### config.mk
export PLATFORM = sky130hd
export DESIGN_NAME = swuart_node
export DESIGN_NICKNAME = d
export VERILOG_FILES = /design/src/swuart_node_dummy_end.sv /design/src/swuart_node_pkg.sv /design/src/swuart_node.sv /design/src/crc8_bit_step.sv
export SDC_FILE = /design/constraint.sdc
export NUM_CORES = 1
export LEC_CHECK = 0
export BUFFER_PORTS_ARGS = -buffer_cell sky130_fd_sc_hd__clkbuf_2
export CAP_MARGIN = 0
export CORE_UTILIZATION = 50
export CTS_BUF_LIST = sky130_fd_sc_hd__clkbuf_4 sky130_fd_sc_hd__clkbuf_8
export DETAILED_ROUTE_END_ITERATION = 8
export HOLD_SLACK_MARGIN = 0.15
export PLACE_DENSITY = 0.66
export SLEW_MARGIN = 20
export SYNTH_ARGS = -nofsm -noshare
export SYNTH_HDL_FRONTEND = slang
export SYNTH_SLANG_ARGS = --single-unit
### constraint.sdc
create_clock -name REF_CLK -period 7.5 [get_ports REF_CLK]
set_input_delay 0 -clock REF_CLK [delete_from_list [all_inputs] [get_ports REF_CLK]]
set_output_delay 0 -clock REF_CLK [all_outputs]
set_load 0.01 [all_outputs]
### src/swuart_node_dummy_end.sv
`timescale 1ns/1ps
`default_nettype none
`default_nettype wire

### src/swuart_node_pkg.sv
// Notes on behaviour
// - Read request: sync 1010, reserved nibble, node address, register address, CRC byte.
// - Reply is sent with the bit time measured from the request.
// - Reply waits eight bit times per delay step; setting zero acts as one step.
// - Reply: sync 1010 with zero reserved bits, address 0xFF, register, data MSB first, CRC.
// - Line driver is released four bit times after the reply's last stop bit.
// - All-ones address belongs to the host; a node never answers to it.
// - CRC-8, polynomial 0x07, start zero, each byte LSB first, all bytes before CRC.
// - Only datagrams with good CRC and our own node address are acted on.
// - Datagram counter wraps at eight bits and counts each accepted write.
// - Pin stays input while idle; driver enabled only during a read reply.
// - Address select pins add four, two and one to the node address.
// - Next-address output comes out of reset high.
// - Eight-bit address arithmetic lets up to 255 chained nodes share one line.
// - Register address bit 7 is zero for read and one for write.
// - Bit time is measured from start bit fall to the fall between sync bits 2 and 3.
// - Effective address is programmed node address plus the pin offset.
// - Gap over 63 bit times between start bits resets; 12 idle bit times needed.
`default_nettype none
package swuart_node_pkg;
	localparam logic [7:0]  CRC_POLY         = 8'h07;
	localparam logic [7:0]  SYNC_CRC_SEED    = 8'h1B;
	localparam logic [7:0]  SYNC_PREFILL     = 8'hA0;
	localparam logic [7:0]  REPLY_SYNC_BYTE  = 8'h05;
	localparam logic [7:0]  REPLY_ADDRESS    = 8'hFF;
	localparam logic [7:0]  HOST_ADDRESS     = 8'hFF;
	localparam logic [11:0] MIN_BIT_CYCLES   = 12'h010;
	localparam logic [11:0] BIT_TIME_RESET   = 12'h010;
	localparam logic [19:0] GAP_BITS         = 20'h0003F;
	localparam logic [19:0] RECOVER_BITS     = 20'h0000C;
	localparam logic [19:0] HOLD_BITS        = 20'h00004;
	localparam logic [19:0] DELAY_STEP_BITS  = 20'h00008;
	localparam logic [3:0]  READ_CRC_BYTE    = 4'h3;
	localparam logic [3:0]  WRITE_CRC_BYTE   = 4'h7;
	localparam logic [3:0]  REG_ADDR_BYTE    = 4'h2;
	localparam logic [3:0]  TX_LAST_DATA     = 4'h6;

	typedef enum logic [3:0] {
		S_IDLE, S_MEASURE, S_RX_BITS, S_RX_STOP, S_WAIT_START,
		S_RX_START, S_RECOVER, S_DELAY, S_TX, S_TX_HOLD
	} state_t;

	typedef struct packed {
		state_t      st;
		logic [15:0] cnt;
		logic [11:0] bit_time;
		logic [3:0]  bit_idx;
		logic [3:0]  byte_idx;
		logic [63:0] dbuf;
		logic [7:0]  cur_byte;
		logic [7:0]  crc;
		logic [19:0] gap;
		logic        wr_flag;
		logic        prev_in;
		logic        edges;
		logic [7:0]  dgram_cnt;
		logic        chain;
		logic        tx;
		logic        oe;
		logic        rd_req;
		logic [6:0]  rd_addr;
		logic        wr_valid;
		logic [6:0]  wr_addr;
		logic [31:0] wr_data;
	} node_state_t;
endpackage
`default_nettype wire

### src/swuart_node.sv
`timescale 1ns/1ps
`default_nettype none
module swuart_node
	import swuart_node_pkg::*;
(
	input  wire logic        REF_CLK,                    // System clock, 20 MHz
	input  wire logic        RESET_N,                    // Async reset, active low
	input  wire logic        SHARED_SERIAL_DATA_PIN_IN,  // Line level
	output logic             SHARED_SERIAL_DATA_PIN_OUT, // Line drive value
	output logic             SHARED_SERIAL_DATA_PIN_OE,  // High while driving
	input  wire logic        ADDRESS_SELECT_PLUS_FOUR,   // Adds 4
	input  wire logic        ADDRESS_SELECT_PLUS_TWO,    // Adds 2
	input  wire logic        ADDRESS_SELECT_PLUS_ONE,    // Adds 1
	input  wire logic [7:0]  PROGRAMMED_NODE_ADDRESS,    // Base node address
	input  wire logic [3:0]  REPLY_DELAY_SETTING,        // Steps of 8 bit times
	input  wire logic        CHAIN_SELECT_LOAD,          // Load chain select level
	input  wire logic        CHAIN_SELECT_VALUE,         // Level to load
	output logic             NEXT_NODE_ADDRESS_OUT,      // To next node's plus-one pin
	output logic             RD_REQ,                     // Read request pulse
	output logic [6:0]       RD_ADDR,                    // Register to read
	input  wire logic [31:0] RD_DATA,                    // Read data, taken at reply start
	output logic             WR_VALID,                   // Accepted write pulse
	output logic [6:0]       WR_ADDR,                    // Write register
	output logic [31:0]      WR_DATA,                    // Write data
	output logic [7:0]       DATAGRAM_COUNT,             // Accepted writes, wrapping
	output logic [11:0]      BIT_TIME                    // Measured bit time, cycles
);
	// ****************************************
	// State
	// ****************************************
	node_state_t r;
	node_state_t n;
	logic [7:0]  eff_addr;
	logic [7:0]  crc_stepped;
	logic        crc_bit;
	logic        fell;
	logic        rx_active;
	logic        rx_feed;
	logic [7:0]  tx_byte;
	logic [15:0] bit_reload;
	logic [19:0] gap_limit;
	logic [19:0] recover_len;
	logic [19:0] hold_len;
	logic [19:0] delay_len;
	logic [3:0]  delay_steps;

	assign eff_addr    = PROGRAMMED_NODE_ADDRESS + {5'h00, ADDRESS_SELECT_PLUS_FOUR,
		ADDRESS_SELECT_PLUS_TWO, ADDRESS_SELECT_PLUS_ONE};
	assign fell        = r.prev_in & ~SHARED_SERIAL_DATA_PIN_IN;
	assign tx_byte     = r.dbuf[63:56];
	assign bit_reload  = {4'h0, r.bit_time} - 16'h0001;
	assign gap_limit   = 20'(r.bit_time) * GAP_BITS;
	assign recover_len = 20'(r.bit_time) * RECOVER_BITS;
	assign hold_len    = 20'(r.bit_time) * HOLD_BITS;
	assign delay_steps = (REPLY_DELAY_SETTING == 4'h0) ? 4'h1 : REPLY_DELAY_SETTING;
	assign delay_len   = 20'(r.bit_time) * DELAY_STEP_BITS * 20'(delay_steps);
	assign rx_active   = (r.st == S_MEASURE) || (r.st == S_RX_BITS) || (r.st == S_RX_STOP) ||
		(r.st == S_WAIT_START) || (r.st == S_RX_START);
	// CRC byte itself is never fed: byte 3 of a read, byte 7 of a write
	assign rx_feed     = (r.byte_idx < READ_CRC_BYTE) || (r.wr_flag && r.byte_idx < WRITE_CRC_BYTE);
	assign crc_bit     = (r.st == S_TX) ? tx_byte[r.bit_idx[2:0]] : SHARED_SERIAL_DATA_PIN_IN;

	crc8_bit_step u_crc (
		.crc_in   (r.crc),
		.data_bit (crc_bit),
		.crc_out  (crc_stepped)
	);

	// ****************************************
	// Next state
	// ****************************************
	always_comb begin
		n = r;
		n.rd_req = 1'b0;
		n.wr_valid = 1'b0;
		n.prev_in = SHARED_SERIAL_DATA_PIN_IN;
		if (CHAIN_SELECT_LOAD) begin
			n.chain = CHAIN_SELECT_VALUE;
		end
		if (rx_active) begin
			n.gap = r.gap + 20'h00001;
		end
		case (r.st)
			S_IDLE: begin
				n.oe = 1'b0;
				n.tx = 1'b1;
				if (fell) begin
					n.st = S_MEASURE;
					// Fall edge counts as cycle one, so four bits read as four bit times
					n.cnt = 16'h0001;
					n.edges = 1'b0;
					n.gap = 20'h00000;
				end
			end
			S_MEASURE: begin
				n.cnt = r.cnt + 16'h0001;
				if (r.cnt == 16'hFFFF) begin
					n.st = S_IDLE;
				end else if (fell) begin
					if (!r.edges) begin
						n.edges = 1'b1;
					end else if (r.cnt[15:14] != 2'b00 || r.cnt[13:2] < MIN_BIT_CYCLES) begin
						n.st = S_RECOVER;
						n.gap = recover_len;
					end else begin
						// Four bit times elapsed between the two falls
						n.bit_time = r.cnt[13:2];
						n.cnt = {5'h00, r.cnt[13:3]};
						n.st = S_RX_BITS;
						n.bit_idx = 4'h3;
						n.byte_idx = 4'h0;
						n.cur_byte = SYNC_PREFILL;
						n.crc = SYNC_CRC_SEED;
						n.wr_flag = 1'b0;
					end
				end
			end
			S_RX_BITS: begin
				if (r.cnt != 16'h0000) begin
					n.cnt = r.cnt - 16'h0001;
				end else begin
					n.cur_byte = {SHARED_SERIAL_DATA_PIN_IN, r.cur_byte[7:1]};
					if (rx_feed) begin
						n.crc = crc_stepped;
					end
					n.cnt = bit_reload;
					if (r.bit_idx == 4'h7) begin
						n.st = S_RX_STOP;
					end else begin
						n.bit_idx = r.bit_idx + 4'h1;
					end
				end
			end
			S_RX_STOP: begin
				if (r.cnt != 16'h0000) begin
					n.cnt = r.cnt - 16'h0001;
				end else if (!SHARED_SERIAL_DATA_PIN_IN) begin
					n.st = S_RECOVER;
					n.gap = recover_len;
				end else begin
					n.dbuf = {r.dbuf[55:0], r.cur_byte};
					n.byte_idx = r.byte_idx + 4'h1;
					n.st = S_WAIT_START;
					if (r.byte_idx == REG_ADDR_BYTE) begin
						n.wr_flag = r.cur_byte[7];
					end
					if (r.byte_idx == READ_CRC_BYTE && !r.wr_flag) begin
						if (r.crc != r.cur_byte) begin
							n.st = S_RECOVER;
							n.gap = recover_len;
						end else if (r.dbuf[15:8] == eff_addr && eff_addr != HOST_ADDRESS) begin
							n.rd_req = 1'b1;
							n.rd_addr = r.dbuf[6:0];
							n.st = S_DELAY;
							n.gap = delay_len - 20'h00001;
						end else begin
							n.st = S_IDLE;
						end
					end else if (r.byte_idx == WRITE_CRC_BYTE) begin
						if (r.crc != r.cur_byte) begin
							n.st = S_RECOVER;
							n.gap = recover_len;
						end else if (r.dbuf[47:40] == eff_addr && eff_addr != HOST_ADDRESS) begin
							n.wr_valid = 1'b1;
							n.wr_addr = r.dbuf[38:32];
							n.wr_data = r.dbuf[31:0];
							n.dgram_cnt = r.dgram_cnt + 8'h01;
							n.st = S_IDLE;
						end else begin
							n.st = S_IDLE;
						end
					end
				end
			end
			S_WAIT_START: begin
				if (fell) begin
					n.st = S_RX_START;
					n.cnt = {5'h00, r.bit_time[11:1]};
					n.gap = 20'h00000;
				end
			end
			S_RX_START: begin
				if (r.cnt != 16'h0000) begin
					n.cnt = r.cnt - 16'h0001;
				end else if (SHARED_SERIAL_DATA_PIN_IN) begin
					// Short pulse on the line: treat as error
					n.st = S_RECOVER;
					n.gap = recover_len;
				end else begin
					n.st = S_RX_BITS;
					n.cnt = bit_reload;
					n.bit_idx = 4'h0;
				end
			end
			S_RECOVER: begin
				if (!SHARED_SERIAL_DATA_PIN_IN) begin
					n.gap = recover_len;
				end else if (r.gap == 20'h00000) begin
					n.st = S_IDLE;
				end else begin
					n.gap = r.gap - 20'h00001;
				end
			end
			S_DELAY: begin
				if (r.gap != 20'h00000) begin
					n.gap = r.gap - 20'h00001;
				end else begin
					n.dbuf = {REPLY_SYNC_BYTE, REPLY_ADDRESS, 1'b0, r.rd_addr, RD_DATA, 8'h00};
					n.crc = 8'h00;
					n.st = S_TX;
					n.tx = 1'b0;
					n.oe = 1'b1;
					n.bit_idx = 4'h0;
					n.byte_idx = 4'h0;
					n.cnt = bit_reload;
				end
			end
			S_TX: begin
				if (r.cnt != 16'h0000) begin
					n.cnt = r.cnt - 16'h0001;
				end else begin
					n.cnt = bit_reload;
					if (r.bit_idx < 4'h8) begin
						n.tx = tx_byte[r.bit_idx[2:0]];
						if (r.byte_idx < WRITE_CRC_BYTE) begin
							n.crc = crc_stepped;
						end
						n.bit_idx = r.bit_idx + 4'h1;
					end else if (r.bit_idx == 4'h8) begin
						n.tx = 1'b1;
						n.bit_idx = 4'h9;
					end else if (r.byte_idx == WRITE_CRC_BYTE) begin
						n.st = S_TX_HOLD;
						n.gap = hold_len - 20'h00001;
					end else begin
						n.byte_idx = r.byte_idx + 4'h1;
						n.bit_idx = 4'h0;
						n.tx = 1'b0;
						// CRC is complete once the last data byte's stop bit runs
						n.dbuf = (r.byte_idx == TX_LAST_DATA) ? {r.crc, 56'h0} : {r.dbuf[55:0], 8'h00};
					end
				end
			end
			S_TX_HOLD: begin
				n.tx = 1'b1;
				if (r.gap != 20'h00000) begin
					n.gap = r.gap - 20'h00001;
				end else begin
					n.oe = 1'b0;
					n.st = S_IDLE;
				end
			end
			default: begin
				n.st = S_IDLE;
				n.oe = 1'b0;
			end
		endcase
		// Gap timeout overrides receive progress in every receive state except S_MEASURE
		if (rx_active && r.st != S_MEASURE && r.gap > gap_limit) begin
			n.st = S_RECOVER;
			n.gap = recover_len;
		end
	end

	always_ff @(posedge REF_CLK or negedge RESET_N) begin
		if (!RESET_N) begin
			r <= '0;
			r.st <= S_IDLE;
			r.bit_time <= BIT_TIME_RESET;
			r.prev_in <= 1'b1;
			r.chain <= 1'b1;
			r.tx <= 1'b1;
		end else begin
			r <= n;
		end
	end

	// ****************************************
	// Outputs
	// ****************************************
	assign SHARED_SERIAL_DATA_PIN_OUT = r.tx;
	assign SHARED_SERIAL_DATA_PIN_OE  = r.oe;
	assign NEXT_NODE_ADDRESS_OUT      = r.chain;
	assign RD_REQ                     = r.rd_req;
	assign RD_ADDR                    = r.rd_addr;
	assign WR_VALID                   = r.wr_valid;
	assign WR_ADDR                    = r.wr_addr;
	assign WR_DATA                    = r.wr_data;
	assign DATAGRAM_COUNT             = r.dgram_cnt;
	assign BIT_TIME                   = r.bit_time;

	// ****************************************
	// Checks
	// ****************************************
	a_drive_only_reply: assert property (@(posedge REF_CLK) disable iff (!RESET_N)
		SHARED_SERIAL_DATA_PIN_OE |-> (r.st == S_TX || r.st == S_TX_HOLD || $past(r.st) == S_DELAY))
		else $error("Driver on outside reply");
	a_hold_drives_high: assert property (@(posedge REF_CLK) disable iff (!RESET_N)
		(r.st == S_TX_HOLD) |-> SHARED_SERIAL_DATA_PIN_OUT && SHARED_SERIAL_DATA_PIN_OE)
		else $error("Hold phase not driving high");
	a_release_after_hold: assert property (@(posedge REF_CLK) disable iff (!RESET_N)
		$fell(SHARED_SERIAL_DATA_PIN_OE) |-> $past(r.st) == S_TX_HOLD && $past(r.gap) == 20'h00000)
		else $error("Driver released early");
	a_start_bit_low: assert property (@(posedge REF_CLK) disable iff (!RESET_N)
		(r.st == S_TX && r.bit_idx == 4'h0) |-> !SHARED_SERIAL_DATA_PIN_OUT)
		else $error("Start bit not low");
	a_count_on_write: assert property (@(posedge REF_CLK) disable iff (!RESET_N)
		$changed(DATAGRAM_COUNT) |-> WR_VALID && DATAGRAM_COUNT == $past(DATAGRAM_COUNT) + 8'h01)
		else $error("Counter moved without write");
	a_read_goes_delay: assert property (@(posedge REF_CLK) disable iff (!RESET_N)
		RD_REQ |-> r.st == S_DELAY && r.gap == $past(delay_len) - 20'h00001)
		else $error("Read not followed by delay");
	a_never_host_addr: assert property (@(posedge REF_CLK) disable iff (!RESET_N)
		(RD_REQ || WR_VALID) |-> $past(eff_addr) != HOST_ADDRESS)
		else $error("Answered host address");
	a_bit_time_floor: assert property (@(posedge REF_CLK) disable iff (!RESET_N)
		$changed(BIT_TIME) |-> BIT_TIME >= MIN_BIT_CYCLES && $past(r.st) == S_MEASURE)
		else $error("Bad bit time update");
	a_chain_only_load: assert property (@(posedge REF_CLK) disable iff (!RESET_N)
		$changed(NEXT_NODE_ADDRESS_OUT) |-> $past(CHAIN_SELECT_LOAD))
		else $error("Chain output moved unasked");
	a_no_tx_on_badcrc: assert property (@(posedge REF_CLK) disable iff (!RESET_N)
		(r.st == S_RX_STOP && r.cnt == 16'h0000 && SHARED_SERIAL_DATA_PIN_IN && r.crc != r.cur_byte &&
		(r.byte_idx == WRITE_CRC_BYTE || (r.byte_idx == READ_CRC_BYTE && !r.wr_flag)))
		|=> !RD_REQ && !WR_VALID && r.st == S_RECOVER)
		else $error("Bad CRC datagram acted on");
endmodule
`default_nettype wire

### src/crc8_bit_step.sv
`timescale 1ns/1ps
`default_nettype none
module crc8_bit_step
	import swuart_node_pkg::*;
(
	input  wire logic [7:0] crc_in,   // Running CRC
	input  wire logic       data_bit, // Next serial bit
	output logic [7:0]      crc_out   // CRC after this bit
);
	assign crc_out = {crc_in[6:0], 1'b0} ^ ((crc_in[7] ^ data_bit) ? CRC_POLY : 8'h00);
endmodule
`default_nettype wire

==> metrics.md <==
| Metric | Value |
|---|---|
| Status | `finished, final reports clean` |
| H-tree depth | `2` |
| Ys async rst share | `100.0%` |
| # IOs | `123` |
| Worst-Skew Late Latency | `0.59 ns` |
| Antenna cells | `0` |
| Yosys reg bits | `202` |
| Fill cells | `3,350` |
| Worst Path Required | `7.99 ns` |
| Tot GR Track Use | `34.00%` |
| Final cell count without fillers | `2,779` |
| Routability cong. | `0.9793` |
| Fin crit period | `6.882 ns` |
| Net Count, Synth | `2,449` |
| HP Class | `in2reg` |
| Commonest cells after routing, fill and taps aside | `nand2_1 (362), dfrtp_1 (198), o21ai_0 (197), a21oi_1 (153), inv_1 (132)` |
| CTS buffer count | `39` |
| Worst Path Arrival | `7.38 ns` |
| RSZ-0062 raised after global routing | `no` |
| MaxCap Viol Count | `0` |
| Slew at the pin with the worst max-slew slack | `1.216 ns` |
| Syn Area/Cell | `8.012 µm²` |
| Top cell type's share of synthesized area | `27.57%` |
| Clk_skew | `0.03409 ns` |
| Clock buffer depth | `3` |
| Worst-path clk slew | `0.06 ns` |
| Cell area after synthesis | `17,970 µm²` |
| Commonest non-fill, non-tap cell in the layout | `nand2_1` |
| CP max FO | `24` |
| Via count | `17,050` |
| Starting Density | `50.65%` |
| Synth warnings | `0` |
| Cell Rows | `69` |
| DRC viols | `0` |
| # placed instances | `2,669` |
| Critical path type | `reg2reg` |
| Mapped Cells | `2,243` |
| Mux contribution to synthesized area | `1.267%` |
| Initial antenna violation count | `1` |
| Root Buffer | `clkbuf_8` |
| Number of buffers added on ports | `122` |
| Max-slew violations | `0` |
| CTS tree | `done` |
| Die area | `36,700 µm²` |
| Relative slew slack | `18.79%` |
| Synth Flop Type | `dfrtp_1` |
| Vias per cell | `6.135` |
| Clock sink total | `202` |
| Largest net degree at the start of global routing | `129` |
| Post-synth EDFFs | `0` |
| Seq/Total Area, Yosys | `28.16%` |
| Die width | `191.6 µm` |
| Post-DRT Antenna Nets | `0` |
| Setup TNS | `0 ns` |
| CP Launch Type | `flip-flop` |
| Die Y | `191.6 µm` |
| Hpwl dp | `45.76 mm` |
| Grt ovf | `0` |
| Core ar. | `35,480 µm²` |
| Vias in the first global route | `16,350` |
| FMAX | `145.3 MHz` |
| Initial DRC Count | `1,564` |
| First-pass GRT wire length | `95.53 mm` |
| Routed wire length | `61.84 mm` |
| Largest family of logic cells by synthesized area | `simple AND/OR/NAND/NOR gates` |
| Area leader, netlist | `dfrtp_1` |
| Netlist cell types | `96` |
| Hold Vio Cnt, Final | `0` |
| Drt pass-1 iters | `6` |
| Final setup fails | `0` |
| Final nets | `2,496` |
| Routed wire per std cell | `22.25 µm` |
| Adder-cell share of the synthesized area | `12.99%` |
| Crit. End Element | `flip-flop` |
| Share of post-route cells with drive strength above 1 | `11.82%` |
| Compound-Gate Fraction of Synth Area | `19.82%` |
| XOR/XNOR share of the synthesized area | `6.447%` |
| Period Utilization, post-route | `91.75%` |
| Synth area leaders | `dfrtp_1 (28%), nand2_1 (7.6%), ha_1 (7.0%)` |
| Fraction of the mapped netlist area in simple logic gates | `23.05%` |
| Area growth, synth to finish | `9.399%` |
metrics by stage:
stage               utilization, %  area, µm²  worst slack (ns)  hold slack, ns
floorplan                        -      17970             1.526         -0.2956
global placement             51.85      18400            0.8046         0.03434
detailed placement           51.85      18400            0.5304         0.03660
CTS                          55.35      19640            0.4712          0.1880
global route                 55.41      19660           0.05544          0.2339
finish                       55.41      19660            0.6184          0.2327
path summary, 6_finish.rpt:
kind	startpoint	end	slack, ns	cells after the start
worst min-delay path	CHAIN_SELECT_LOAD	NEXT_NODE_ADDRESS_OUT	0.23	3
worst min register to register	WR_DATA[31]	WR_DATA[31]	0.46	2
min in group asynchronous	RESET_N	NEXT_NODE_ADDRESS_OUT	0.56	3
max in group asynchronous	RESET_N	r[72]	5.97	4
worst max-delay path	BIT_TIME[4]	r[67]	0.62	23
worst max register to register	BIT_TIME[4]	r[67]	0.62	23
cell usage after synthesis (all sizes together), types with 7 or more instances:
master,instances
nor3,50
or3,7
a2111oi,8
nor4,20
fa,53
a21o,14
clkbuf,88
and2,46
o211ai,17
xor2,55
and4,9
o22ai,22
o221ai,12
nand4,28
buf,96
a22oi,14
a211oi,24
inv,132
and3,64
a221o,8
ha,101
nor2b,20
o21a,12
nand2,362
nand3,57
a21oi,153
nor2,132
a31oi,15
dfrtp,198
mux2i,7
a221oi,8
mux2,10
xnor2,66
o21ai,201
nand2b,17
or2,8
o31ai,12
per-layer routing:
layer	vias to the layer above	global-route usage, %	routed length [µm]
li1	7881	-	-
met1	8196	43.47	25180
met2	800	55.63	28650
met3	171	4.952	4538
met4	0	17.98	3461
met5	-	0	0
registers in the layout (all words and copies together), names as in the netlist:
name                        count
BIT_TIME                       12
DATAGRAM_COUNT                  8
NEXT_NODE_ADDRESS_OUT           1
RD_ADDR                         7
RD_REQ                          1
SHARED_SERIAL_DATA_PIN_OE       1
SHARED_SERIAL_DATA_PIN_OUT      1
WR_ADDR                         7
WR_DATA                        32
WR_VALID                        1
r                             131
cells by family after synthesis:
logic type               after synthesis
adder cells (fa/ha/maj)              155
XOR/XNOR                             125
AO/OA/AOI/OAI                        577
buffers and inverters                316
multiplexers                          19
AND/OR/NAND/NOR                      849
flip-flops                           202
layout make-up:
cell class / count / area, µm² / share of cell area [%]
clock inverter: 10 / 67.56 / 0.3437
timing repair buffer: 190 / 1254 / 6.377
clock buffer: 59 / 749.5 / 3.812
tap: 461 / 576.8 / 2.934
inverter: 132 / 495.5 / 2.520
multi-input combinational: 1725 / 11460 / 58.28
sequential: 202 / 5060 / 25.74
critical path: stages (launching register included):
cell and delay (ns):
dfstp_2 0.66, inv_1 0.19, fa_1 0.54, fa_1 0.54, fa_1 0.55, inv_1 0.04, ha_1 0.32, a21oi_1 0.20
o21ai_0 0.11, a21oi_1 0.24, nor2b_1 0.08, nor2_1 0.17, o211ai_1 0.18, a2111oi_0 0.49, nor3b_1 0.14, ha_1 0.32
nand4_1 0.17, nor4_2 0.41, a221o_1 0.28, a31o_4 0.32, nand2_1 0.19, a221oi_1 0.34, a21oi_1 0.12, o211ai_1 0.18
repair_timing:
item                                    4_1_cts  5_1_grt
gates resized for setup                       0        2
hold endpoints to repair                    102        0
buffers inserted                              0        0
hold buffers                                 41        0
endpoints found under the setup margin        0       10
Power is left out: the tool's default activity adds up to more than one toggle a clock period on the data nets, which glitch-free logic cannot reach.
